## src/shared/pio_cfg.svh

```systemverilog
// Constants of the parallel I/O port bank: register indices, masks, codes.
// Included by the package and the design files; holds definitions only.
`ifndef PIO_CFG_SVH
`define PIO_CFG_SVH

// Register indices; byte address is four times the index
`define PIO_IDX_P5_DIR   30'h0000ffb8
`define PIO_IDX_P6_DIR   30'h0000ffb9
`define PIO_IDX_P5_LAT   30'h0000ffba
`define PIO_IDX_P6_LAT   30'h0000ffbb
`define PIO_IDX_P8_DIR   30'h0000ffbd
`define PIO_IDX_P7_PIN   30'h0000ffbe
`define PIO_IDX_P8_LAT   30'h0000ffbf
`define PIO_IDX_P9_DIR   30'h0000ffc0
`define PIO_IDX_P9_LAT   30'h0000ffc1

// Reserved bits read as one; write-only registers read as all ones
`define PIO_P5_RSV       8'hf8
`define PIO_P8_RSV       8'h80
`define PIO_WO_READ      8'hff
`define PIO_RST_VAL      8'h00
`define PIO_P9_PIN6      3'h6

// Operating mode codes
`define PIO_MODE_1       2'h1
`define PIO_MODE_2       2'h2

// AXI responses
`define PIO_RESP_OKAY    2'h0
`define PIO_RESP_SLVERR  2'h2

`endif

```

## src/shared/pio_pkg.sv

```systemverilog
// Types shared by the port bank and its bus slave.
// Assumes pio_cfg.svh sits on the include path.
`include "pio_cfg.svh"
package pio_pkg;
  typedef logic [7:0] pio_byte_t;
  typedef enum logic [3:0]
  {
    PIO_SEL_NONE   = 4'b0000,
    PIO_SEL_P5_DIR = 4'b0001,
    PIO_SEL_P6_DIR = 4'b0010,
    PIO_SEL_P5_LAT = 4'b0011,
    PIO_SEL_P6_LAT = 4'b0100,
    PIO_SEL_P8_DIR = 4'b0101,
    PIO_SEL_P7_PIN = 4'b0110,
    PIO_SEL_P8_LAT = 4'b0111,
    PIO_SEL_P9_DIR = 4'b1000,
    PIO_SEL_P9_LAT = 4'b1001
  } pio_sel_t;
endpackage

```

## src/verilog/pio_axil_slave.sv

```systemverilog
// AXI4-Lite slave front end for the port bank: one write and one read in flight.
// Assumes the bank decodes addresses and returns read data combinationally.
`timescale 1ns/1ps
`default_nettype none
`include "pio_cfg.svh"
module pio_axil_slave
(
  // Clock and reset
  input  wire logic              aclk,
  input  wire logic              aresetn,
  // Write channels
  input  wire logic [31:0]       s_axi_awaddr,
  input  wire logic              s_axi_awvalid,
  output logic                   s_axi_awready,
  input  wire logic [31:0]       s_axi_wdata,
  input  wire logic [3:0]        s_axi_wstrb,
  input  wire logic              s_axi_wvalid,
  output logic                   s_axi_wready,
  output logic [1:0]             s_axi_bresp,
  output logic                   s_axi_bvalid,
  input  wire logic              s_axi_bready,
  // Read channels
  input  wire logic              s_axi_arvalid,
  output logic                   s_axi_arready,
  output logic [31:0]            s_axi_rdata,
  output logic [1:0]             s_axi_rresp,
  output logic                   s_axi_rvalid,
  input  wire logic              s_axi_rready,
  // Bank side
  output logic                   wr_fire,
  output logic [31:0]            wr_addr,
  output pio_pkg::pio_byte_t     wr_data,
  output logic                   wr_lane0,
  input  wire logic              wr_ok,
  output logic                   ar_fire,
  input  wire pio_pkg::pio_byte_t rd_data,
  input  wire logic              rd_ok
);
  import pio_pkg::*;

  logic        awready_r, awready_nxt, wready_r, wready_nxt;
  logic        bvalid_r, bvalid_nxt, arready_r, arready_nxt;
  logic        rvalid_r, rvalid_nxt, lane0_r, lane0_nxt;
  logic [1:0]  bresp_r, bresp_nxt, rresp_r, rresp_nxt;
  logic [31:0] waddr_r, waddr_nxt;
  pio_byte_t   wdata_r, wdata_nxt, rdata_r, rdata_nxt;

  // Both halves held and no response pending
  assign wr_fire  = !awready_r && !wready_r && !bvalid_r;
  assign ar_fire  = s_axi_arvalid && arready_r;
  assign wr_addr  = waddr_r;
  assign wr_data  = wdata_r;
  assign wr_lane0 = lane0_r;

  always_comb
  begin
    awready_nxt = awready_r;
    wready_nxt  = wready_r;
    bvalid_nxt  = bvalid_r;
    bresp_nxt   = bresp_r;
    arready_nxt = arready_r;
    rvalid_nxt  = rvalid_r;
    rresp_nxt   = rresp_r;
    rdata_nxt   = rdata_r;
    waddr_nxt   = waddr_r;
    wdata_nxt   = wdata_r;
    lane0_nxt   = lane0_r;
    if (s_axi_awvalid && awready_r)
    begin
      awready_nxt = 1'b0;
      waddr_nxt   = s_axi_awaddr;
    end
    if (s_axi_wvalid && wready_r)
    begin
      wready_nxt = 1'b0;
      wdata_nxt  = s_axi_wdata[7:0];
      lane0_nxt  = s_axi_wstrb[0];
    end
    if (wr_fire)
    begin
      bvalid_nxt = 1'b1;
      bresp_nxt  = wr_ok ? `PIO_RESP_OKAY : `PIO_RESP_SLVERR;
    end
    if (bvalid_r && s_axi_bready)
    begin
      bvalid_nxt  = 1'b0;
      awready_nxt = 1'b1;
      wready_nxt  = 1'b1;
    end
    if (ar_fire)
    begin
      arready_nxt = 1'b0;
      rvalid_nxt  = 1'b1;
      rdata_nxt   = rd_data;
      rresp_nxt   = rd_ok ? `PIO_RESP_OKAY : `PIO_RESP_SLVERR;
    end
    if (rvalid_r && s_axi_rready)
    begin
      rvalid_nxt  = 1'b0;
      arready_nxt = 1'b1;
    end
    if (!aresetn)
    begin
      awready_nxt = 1'b1;
      wready_nxt  = 1'b1;
      bvalid_nxt  = 1'b0;
      bresp_nxt   = `PIO_RESP_OKAY;
      arready_nxt = 1'b1;
      rvalid_nxt  = 1'b0;
      rresp_nxt   = `PIO_RESP_OKAY;
      rdata_nxt   = `PIO_RST_VAL;
      waddr_nxt   = 32'h0;
      wdata_nxt   = `PIO_RST_VAL;
      lane0_nxt   = 1'b0;
    end
  end

  always_ff @(posedge aclk)
  begin
    awready_r <= awready_nxt;
    wready_r  <= wready_nxt;
    bvalid_r  <= bvalid_nxt;
    bresp_r   <= bresp_nxt;
    arready_r <= arready_nxt;
    rvalid_r  <= rvalid_nxt;
    rresp_r   <= rresp_nxt;
    rdata_r   <= rdata_nxt;
    waddr_r   <= waddr_nxt;
    wdata_r   <= wdata_nxt;
    lane0_r   <= lane0_nxt;
  end

  assign s_axi_awready = awready_r;
  assign s_axi_wready  = wready_r;
  assign s_axi_bvalid  = bvalid_r;
  assign s_axi_bresp   = bresp_r;
  assign s_axi_arready = arready_r;
  assign s_axi_rvalid  = rvalid_r;
  assign s_axi_rresp   = rresp_r;
  assign s_axi_rdata   = {24'h0, rdata_r};
endmodule
`default_nettype wire

```

## src/verilog/pio_bank.sv

```systemverilog
// Parallel I/O port bank, ports 5 to 9, with an AXI4-Lite register slave.
// Assumes pins are synchronous to aclk and an outside pad resolves in/out/oe.
//
// The AXI4-Lite slave port was left to the implementer.
`timescale 1ns/1ps
`default_nettype none
`include "pio_cfg.svh"
module pio_bank
(
  // Clock and reset
  input  wire logic              aclk,
  input  wire logic              aresetn,
  // AXI4-Lite write
  input  wire logic [31:0]       s_axi_awaddr,
  input  wire logic              s_axi_awvalid,
  output logic                   s_axi_awready,
  input  wire logic [31:0]       s_axi_wdata,
  input  wire logic [3:0]        s_axi_wstrb,
  input  wire logic              s_axi_wvalid,
  output logic                   s_axi_wready,
  output logic [1:0]             s_axi_bresp,
  output logic                   s_axi_bvalid,
  input  wire logic              s_axi_bready,
  // AXI4-Lite read
  input  wire logic [31:0]       s_axi_araddr,
  input  wire logic              s_axi_arvalid,
  output logic                   s_axi_arready,
  output logic [31:0]            s_axi_rdata,
  output logic [1:0]             s_axi_rresp,
  output logic                   s_axi_rvalid,
  input  wire logic              s_axi_rready,
  // Operating mode
  input  wire logic [1:0]        mode_sel,
  // Port 5, three pins
  input  wire logic [2:0]        p5_pin_in,
  output logic [2:0]             p5_pin_out,
  output logic [2:0]             p5_pin_oe,
  // Port 6
  input  wire pio_pkg::pio_byte_t p6_pin_in,
  output pio_pkg::pio_byte_t     p6_pin_out,
  output pio_pkg::pio_byte_t     p6_pin_oe,
  // Port 7, input only
  input  wire pio_pkg::pio_byte_t p7_pin_in,
  // Port 8, seven pins
  input  wire logic [6:0]        p8_pin_in,
  output logic [6:0]             p8_pin_out,
  output logic [6:0]             p8_pin_oe,
  // Port 9
  input  wire pio_pkg::pio_byte_t p9_pin_in,
  output pio_pkg::pio_byte_t     p9_pin_out,
  output pio_pkg::pio_byte_t     p9_pin_oe
);
  import pio_pkg::*;

  function automatic pio_sel_t pio_decode(input logic [31:0] addr);
    pio_sel_t sel;
    sel = PIO_SEL_NONE;
    if (addr[1:0] == 2'h0)
    begin
      unique case (addr[31:2])
        `PIO_IDX_P5_DIR: sel = PIO_SEL_P5_DIR;
        `PIO_IDX_P6_DIR: sel = PIO_SEL_P6_DIR;
        `PIO_IDX_P5_LAT: sel = PIO_SEL_P5_LAT;
        `PIO_IDX_P6_LAT: sel = PIO_SEL_P6_LAT;
        `PIO_IDX_P8_DIR: sel = PIO_SEL_P8_DIR;
        `PIO_IDX_P7_PIN: sel = PIO_SEL_P7_PIN;
        `PIO_IDX_P8_LAT: sel = PIO_SEL_P8_LAT;
        `PIO_IDX_P9_DIR: sel = PIO_SEL_P9_DIR;
        `PIO_IDX_P9_LAT: sel = PIO_SEL_P9_LAT;
        default:         sel = PIO_SEL_NONE;
      endcase
    end
    return sel;
  endfunction

  logic        wr_fire, wr_lane0, ar_fire, mode12;
  logic [31:0] wr_addr;
  pio_byte_t   wr_data, rd_data;
  pio_sel_t    wr_sel, rd_sel;
  logic [2:0]  p5_dir_r, p5_dir_nxt, p5_lat_r, p5_lat_nxt;
  pio_byte_t   p6_dir_r, p6_dir_nxt, p6_lat_r, p6_lat_nxt;
  logic [6:0]  p8_dir_r, p8_dir_nxt, p8_lat_r, p8_lat_nxt;
  pio_byte_t   p9_dir_r, p9_dir_nxt, p9_lat_r, p9_lat_nxt;

  pio_axil_slave u_slave
  (
    .aclk          (aclk),
    .aresetn       (aresetn),
    .s_axi_awaddr  (s_axi_awaddr),
    .s_axi_awvalid (s_axi_awvalid),
    .s_axi_awready (s_axi_awready),
    .s_axi_wdata   (s_axi_wdata),
    .s_axi_wstrb   (s_axi_wstrb),
    .s_axi_wvalid  (s_axi_wvalid),
    .s_axi_wready  (s_axi_wready),
    .s_axi_bresp   (s_axi_bresp),
    .s_axi_bvalid  (s_axi_bvalid),
    .s_axi_bready  (s_axi_bready),
    .s_axi_arvalid (s_axi_arvalid),
    .s_axi_arready (s_axi_arready),
    .s_axi_rdata   (s_axi_rdata),
    .s_axi_rresp   (s_axi_rresp),
    .s_axi_rvalid  (s_axi_rvalid),
    .s_axi_rready  (s_axi_rready),
    .wr_fire       (wr_fire),
    .wr_addr       (wr_addr),
    .wr_data       (wr_data),
    .wr_lane0      (wr_lane0),
    .wr_ok         (wr_sel != PIO_SEL_NONE),
    .ar_fire       (ar_fire),
    .rd_data       (rd_data),
    .rd_ok         (rd_sel != PIO_SEL_NONE)
  );

  assign wr_sel = pio_decode(wr_addr);
  assign rd_sel = pio_decode(s_axi_araddr);
  assign mode12 = (mode_sel == `PIO_MODE_1) || (mode_sel == `PIO_MODE_2);

  // Read mux; direction registers are write-only and read as ones
  always_comb
  begin
    rd_data = `PIO_WO_READ;
    unique case (rd_sel)
      PIO_SEL_P5_LAT: rd_data = `PIO_P5_RSV | {5'h00, p5_lat_r};
      PIO_SEL_P6_LAT: rd_data = p6_lat_r;
      PIO_SEL_P7_PIN: rd_data = p7_pin_in;
      PIO_SEL_P8_LAT: rd_data = `PIO_P8_RSV | {1'b0, p8_lat_r};
      PIO_SEL_P9_LAT: rd_data = {p9_lat_r[7], p9_pin_in[6], p9_lat_r[5:0]};
      PIO_SEL_NONE:   rd_data = `PIO_RST_VAL;
      default:        rd_data = `PIO_WO_READ;
    endcase
  end

  // Register writes; only byte lane 0 carries the 8-bit registers
  always_comb
  begin
    p5_dir_nxt = p5_dir_r;
    p5_lat_nxt = p5_lat_r;
    p6_dir_nxt = p6_dir_r;
    p6_lat_nxt = p6_lat_r;
    p8_dir_nxt = p8_dir_r;
    p8_lat_nxt = p8_lat_r;
    p9_dir_nxt = p9_dir_r;
    p9_lat_nxt = p9_lat_r;
    if (wr_fire && wr_lane0)
    begin
      unique case (wr_sel)
        PIO_SEL_P5_DIR: p5_dir_nxt = wr_data[2:0];
        PIO_SEL_P5_LAT: p5_lat_nxt = wr_data[2:0];
        PIO_SEL_P6_DIR: p6_dir_nxt = wr_data;
        PIO_SEL_P6_LAT: p6_lat_nxt = wr_data;
        PIO_SEL_P8_DIR: p8_dir_nxt = wr_data[6:0];
        PIO_SEL_P8_LAT: p8_lat_nxt = wr_data[6:0];
        PIO_SEL_P9_DIR: p9_dir_nxt = wr_data;
        PIO_SEL_P9_LAT: p9_lat_nxt = wr_data;
        default:        p5_dir_nxt = p5_dir_r;
      endcase
    end
    // Bit 6 of port 9 data is pin-only; its latch stays clear
    p9_lat_nxt[`PIO_P9_PIN6] = 1'b0;
    // Reset is synchronous, so the mode may steer the reset value
    if (!aresetn)
    begin
      p5_dir_nxt = 3'(`PIO_RST_VAL);
      p5_lat_nxt = 3'(`PIO_RST_VAL);
      p6_dir_nxt = `PIO_RST_VAL;
      p6_lat_nxt = `PIO_RST_VAL;
      p8_dir_nxt = 7'(`PIO_RST_VAL);
      p8_lat_nxt = 7'(`PIO_RST_VAL);
      p9_dir_nxt = `PIO_RST_VAL;
      p9_lat_nxt = `PIO_RST_VAL;
    end
    if (mode12)
    begin
      p9_dir_nxt[`PIO_P9_PIN6] = 1'b1;
    end
  end

  always_ff @(posedge aclk)
  begin
    p5_dir_r <= p5_dir_nxt;
    p5_lat_r <= p5_lat_nxt;
    p6_dir_r <= p6_dir_nxt;
    p6_lat_r <= p6_lat_nxt;
    p8_dir_r <= p8_dir_nxt;
    p8_lat_r <= p8_lat_nxt;
    p9_dir_r <= p9_dir_nxt;
    p9_lat_r <= p9_lat_nxt;
  end

  // Pins take latch and direction straight from the flops
  assign p5_pin_out = p5_lat_r;
  assign p5_pin_oe  = p5_dir_r;
  assign p6_pin_out = p6_lat_r;
  assign p6_pin_oe  = p6_dir_r;
  assign p8_pin_out = p8_lat_r;
  assign p8_pin_oe  = p8_dir_r;
  assign p9_pin_out = p9_lat_r;
  assign p9_pin_oe  = p9_dir_r;

  logic p6_dir_wr;
  assign p6_dir_wr = wr_fire && wr_lane0 && (wr_sel == PIO_SEL_P6_DIR);
endmodule
`default_nettype wire
```

## config.mk

```make
export PLATFORM = sky130hd
export DESIGN_NAME = pio_bank
export DESIGN_NICKNAME = d
export VERILOG_FILES = /design/src/shared/pio_pkg.sv /design/src/verilog/pio_axil_slave.sv /design/src/verilog/pio_bank.sv
export VERILOG_INCLUDE_DIRS = /design/src /design/src/shared
export SDC_FILE = /design/constraint.sdc
export NUM_CORES = 1
export LEC_CHECK = 0
export ABC_CLOCK_PERIOD_IN_PS = 4200
export BUFFER_PORTS_ARGS = -buffer_cell sky130_fd_sc_hd__buf_2
export CAP_MARGIN = 20
export CORE_UTILIZATION = 46
export DETAILED_ROUTE_END_ITERATION = 10
export PLACE_DENSITY = 0.75
export SYNTH_ARGS = -nofsm -noshare
export SYNTH_HDL_FRONTEND = slang
export SYNTH_SLANG_ARGS = --single-unit
```

## constraint.sdc

```tcl
create_clock -name aclk -period 4.2 [get_ports aclk]
set_clock_uncertainty 0.1 [all_clocks]
set_input_delay 0.84 -clock aclk [delete_from_list [all_inputs] [get_ports aclk]]
set_output_delay 0.84 -clock aclk [all_outputs]
set_load 0.01 [all_outputs]
```

==> PnR_summary.wiki <==
{| class="wikitable"
! Metric !! Value
|-
| Result of the run || completed
|-
| Measured slew at the worst slew-check pin || 1.037 ns
|-
| Number of buffers on the longest clock path || 2
|-
| Ports placed on the boundary || 236
|-
| Crit-path max FO || 12
|-
| Placement-stage worst setup slack || 1.009 ns
|-
| Worst hold slack across all endpoints || 0.3599 ns
|-
| Sum of routed wire length over all layers || 14850 um
|-
| Ranking of synthesized cells by area || sky130_fd_sc_hd__dfxtp_1, sky130_fd_sc_hd__a21oi_1, sky130_fd_sc_hd__nand2_1
|-
| Share of flip-flops with an asynchronous set or reset || 0%
|-
| CP Data Required Time || 4.31 ns
|-
| H-tree lvl count || 3
|-
| Distinct cell type count of the synthesized netlist || 59
|-
| Root Buffer Master || sky130_fd_sc_hd__clkbuf_16
|-
| Fill cell total of the finished layout || 1011
|-
| Pint || 1.542 mW
|-
| Endpoint of the most critical register-to-register path || p6_pin_oe[2]$_SDFFE_PN0P_
|-
| Static Leak || 2.527 nW
|-
| Reg2Reg Depth || 5
|-
| Detailed Place HPWL || 11220 um
|-
| Endpoint type of the worst setup path || flip-flop
|-
| Antenna violations before repair || 0
|-
| Sequential cell fraction of total power || 51.8%
|-
| Portion of the post-synthesis area used by sequential elements || 41.11%
|-
| Critical path buffers and inverters || 1
|-
| Area of the core region || 10940 um2
|-
| Post-synthesis area per instance || 8.065 um2
|-
| Hold Path Class || reg2reg
|-
| Number of buffers inserted by post-CTS setup repair || 0
|-
| Number of clock sinks seen by CTS || 107
|-
| Synthesized netlist cell count || 646
|-
| CTS tree || yes
|-
| Largest vdd supply drop || 0.1844 mV
|-
| Total of flip-flops plus latches after synthesis || 107
|-
| Most common flop cell mapped by yosys || sky130_fd_sc_hd__dfxtp_1
|-
| Maximum number of pins on one net before global-route repair || 60
|-
| Global-route wire length before repair || 23690 um
|-
| Register clock-pin slew on the reported worst setup and hold paths || 0.07 ns
|-
| Gate power share || 9.6%
|-
| Final Hold Violating Endpoints || 0
|-
| Stages on worst setup path || 6
|-
| GRT Util Overall || 25.55%
|-
| Number of iterations in the first detailed-routing pass || 5
|-
| Fin Setup TNS || 0 ns
|-
| Routed length per placed instance || 16.20 um
|-
| Max incr delay on CP || 0.73 ns
|-
| Number of clock buffers inserted by TritonCTS || 9
|-
| Clock power frac || 38.6%
|-
| Cell type of the slowest stage on the worst timing path || sky130_fd_sc_hd__nor2b_1
|-
| Post-route DRC || 0
|-
| Layout cell share with drive strength beyond 1 || 23.94%
|-
| Ratio of total power to cell area || 340.2 nW/um2
|-
| Ratio of final minimum period to clock period || 69.81%
|-
| Worst setup path category || in2reg
|-
| Max Fclk || 341.1 MHz
|-
| Die H || 108.4 um
|-
| Number of warning messages in the yosys log || 0
|-
| Max-cap violations || 0
|-
| Instance count along the most critical hold path || 2
|-
| Minimum clock period || 2.932 ns
|-
| Number of buffers added on ports || 156
|-
| Timing endpoint of the critical path || u_slave.rdata_r[2]$_SDFFE_PN0P_
|-
| Reported net switching power || 0.5560 mW
|-
| Worst skew pair latency || 0.35 ns
|-
| Final worst setup slack || 1.268 ns
|-
| Via-per-instance ratio || 5.807
|-
| Area of the die || 11760 um2
|-
| Final-report max-slew violation count || 0
|-
| Count of instances resized after the clock tree is built || 0
|-
| Most area-hungry cell type in the Yosys netlist || sky130_fd_sc_hd__dfxtp_1
|-
| R2R Setup Slk || 1.68 ns
|-
| Final net count || 915
|-
| Post-DRT Antenna Nets || 0
|-
| Number of flops mapped to enable cells by yosys || 0
|-
| RSZ-0062 raised after global routing || false
|-
| Die Span X || 108.4 um
|-
| Std cell rows || 38
|-
| Sort of element at the start of the critical path || input pin
|-
| Number of hold-repair buffers added at the cts stage || 0
|-
| Final total power || 2.098 mW
|-
| Cell with the most instances after synthesis || sky130_fd_sc_hd__dfxtp_1
|-
| Cell family with most CP delay || compound AO/OA/AOI/OAI gates
|-
| Fraction of post-synthesis cell area in the top cell type by area || 41.11%
|-
| Synth top cells by count || sky130_fd_sc_hd__dfxtp_1, sky130_fd_sc_hd__a21oi_1, sky130_fd_sc_hd__nand2_1, sky130_fd_sc_hd__o21ai_0, sky130_fd_sc_hd__nand3_1
|-
| Via total after detailed routing || 5325
|-
| CP cell instances || buf_2, nor2b_1, xnor2_1, o41a_1, o41ai_1, a31oi_1
|-
| Worst slew margin relative to its limit || 30.90%
|-
| Data arrival time of the critical path || 3.05 ns
|-
| Final non-filler cell total || 917
|-
| Post-Syn Area || 5210 um2
|-
| Switching portion of total power || 26.50%
|-
| Crit. Startpoint || s_axi_araddr[2]
|-
| Total of endpoints with negative setup slack in the final report || 0
|-
| Total congestion overflow || 0
|-
| Diodes inserted || 0
|-
| Synth-to-layout area growth || 18.37%
|-
| Worst r2r src || u_slave.wr_addr[23]$_SDFFE_PN0P_
|-
| Placer Congestion || 0.8976
|-
| Dpl cells || 901
|-
| Number of violations reported at the end of detailed-routing iteration 0 || 332
|-
| Effective utilization at floorplan || 47.64%
|-
| Number of global-route vias before repair || 4846
|}
-- power groups by stage --
stage / registers (mW) / logic (mW) / clock network [mW]
after floorplan: 1.10 / 0.144 / 0
after global placement: 1.11 / 0.194 / 0
after detailed placement: 1.11 / 0.200 / 0
after CTS: 1.09 / 0.201 / 0.820
after global routing: 1.09 / 0.228 / 0.867
final: 1.09 / 0.202 / 0.810
-- layout by cell type, fill, tap and decap left out, types with 2 or more instances in the layout --
cell type / netlist / routed
sky130_fd_sc_hd__nor3_1: 5 / 5
sky130_fd_sc_hd__maj3_1: 2 / 2
sky130_fd_sc_hd__o31ai_1: 9 / 9
sky130_fd_sc_hd__o21ai_0: 51 / 51
sky130_fd_sc_hd__inv_1: 7 / 7
sky130_fd_sc_hd__or4_4: 2 / 2
sky130_fd_sc_hd__or4bb_1: 2 / 2
sky130_fd_sc_hd__nand2_1: 86 / 86
sky130_fd_sc_hd__and4_1: 7 / 7
sky130_fd_sc_hd__a31oi_1: 8 / 8
sky130_fd_sc_hd__nand3_1: 47 / 47
sky130_fd_sc_hd__clkinv_4: 0 / 2
sky130_fd_sc_hd__nand2b_1: 2 / 2
sky130_fd_sc_hd__and3_1: 14 / 14
sky130_fd_sc_hd__conb_1: 1 / 27
sky130_fd_sc_hd__nor2_1: 26 / 26
sky130_fd_sc_hd__dfxtp_1: 107 / 107
sky130_fd_sc_hd__nor3b_1: 2 / 2
sky130_fd_sc_hd__nor4b_1: 5 / 5
sky130_fd_sc_hd__inv_6: 0 / 2
sky130_fd_sc_hd__nor2b_1: 7 / 7
sky130_fd_sc_hd__xnor2_1: 3 / 3
sky130_fd_sc_hd__clkbuf_16: 0 / 9
sky130_fd_sc_hd__or4_1: 2 / 2
sky130_fd_sc_hd__and2_1: 7 / 7
sky130_fd_sc_hd__nor4_1: 8 / 8
sky130_fd_sc_hd__mux2i_1: 8 / 8
sky130_fd_sc_hd__nand4_1: 27 / 27
sky130_fd_sc_hd__buf_2: 6 / 156
sky130_fd_sc_hd__o211ai_1: 6 / 6
sky130_fd_sc_hd__nor4_2: 2 / 2
sky130_fd_sc_hd__nor4bb_1: 2 / 2
sky130_fd_sc_hd__a21oi_1: 88 / 88
sky130_fd_sc_hd__a22oi_1: 8 / 8
sky130_fd_sc_hd__o41ai_1: 3 / 3
sky130_fd_sc_hd__and2_0: 3 / 3
-- worst min path at each step --
stage | endpoint | start | slack, ns
2_1_floorplan | u_slave.wr_addr[1]$_SDFFE_PN0P_ | u_slave.wr_addr[1]$_SDFFE_PN0P_ | 0.34
3_3_place_gp | u_slave.wr_addr[1]$_SDFFE_PN0P_ | u_slave.wr_addr[1]$_SDFFE_PN0P_ | 0.34
3_5_place_dp | u_slave.wr_addr[0]$_SDFFE_PN0P_ | u_slave.wr_addr[0]$_SDFFE_PN0P_ | 0.35
4_1_cts | u_slave.wr_addr[0]$_SDFFE_PN0P_ | u_slave.wr_addr[0]$_SDFFE_PN0P_ | 0.36
5_1_grt | u_slave.wr_addr[1]$_SDFFE_PN0P_ | u_slave.wr_addr[1]$_SDFFE_PN0P_ | 0.39
6_report | u_slave.wr_addr[0]$_SDFFE_PN0P_ | u_slave.wr_addr[0]$_SDFFE_PN0P_ | 0.36
-- stage by stage --
step,area (um2),utilization [%]
after detailed placement,5879,53.76
after floorplan,5308,-
final,6167,56.40
after global routing,6167,56.40
after CTS,6167,56.40
after global placement,5879,53.76
-- area by class of cell --
type                       count  area [um2]  area share (%)
clock inverter                 6       58.81          0.9535
timing repair buffer         157       800.8           12.98
clock buffer                  10       229.0           3.713
tap                          140       175.2           2.840
multi-input combinational    489        2731           44.29
sequential                   107        2142           34.73
inverter                       8       30.03          0.4869
-- cells by family (layout without fill, tap and decap cells) --
kind of cell / Yosys count / in the layout / share of synthesized area [%]
and+or+nand+nor: 267 / 267 / 27.86
AOI/OAI and AO/OA: 180 / 180 / 19.81
DFF: 107 / 107 / 41.11
buffers and inverters: 76 / 181 / 8.333
muxes: 9 / 9 / 1.753
xor gates and xnor gates: 4 / 4 / 0.6726
adders and majority gates: 2 / 2 / 0.3843
other: 1 / 27 / 0.07198
-- routing by layer --
metal  track usage (%)  vias up  share of wire, %
met5                 0        -                 0
met1             31.42     2513                42
met3             5.787       27               7.1
met2             43.76      228                49
met4             8.687        0               2.0
li1                  -     2557                 -
-- worst reg2reg max path, stage by stage (launching register included) --
cell and delay [ns]:
sky130_fd_sc_hd__dfxtp_1 0.33, sky130_fd_sc_hd__nor4b_1 0.48, sky130_fd_sc_hd__nand4_1 0.34, sky130_fd_sc_hd__or4_1 0.73, sky130_fd_sc_hd__o31ai_1 0.29, sky130_fd_sc_hd__a21oi_1 0.11
-- flip-flops by register name, indices dropped and copies added, names as in the netlist --
register and cells:
u_slave.wr_lane0 1, u_slave.s_axi_bresp 1, u_slave.s_axi_rvalid 1, u_slave.s_axi_wready 1
p8_pin_out 7, p8_pin_oe 7, u_slave.wr_data 8, p5_pin_out 3
u_slave.wr_addr 32, p9_pin_oe 8, p5_pin_oe 3, p6_pin_oe 8
u_slave.s_axi_arready 1, p6_pin_out 8, u_slave.s_axi_bvalid 1, u_slave.s_axi_rresp 1
u_slave.rdata_r 8, u_slave.s_axi_awready 1, p9_pin_out 7
(Power assumes the default switching activity.)
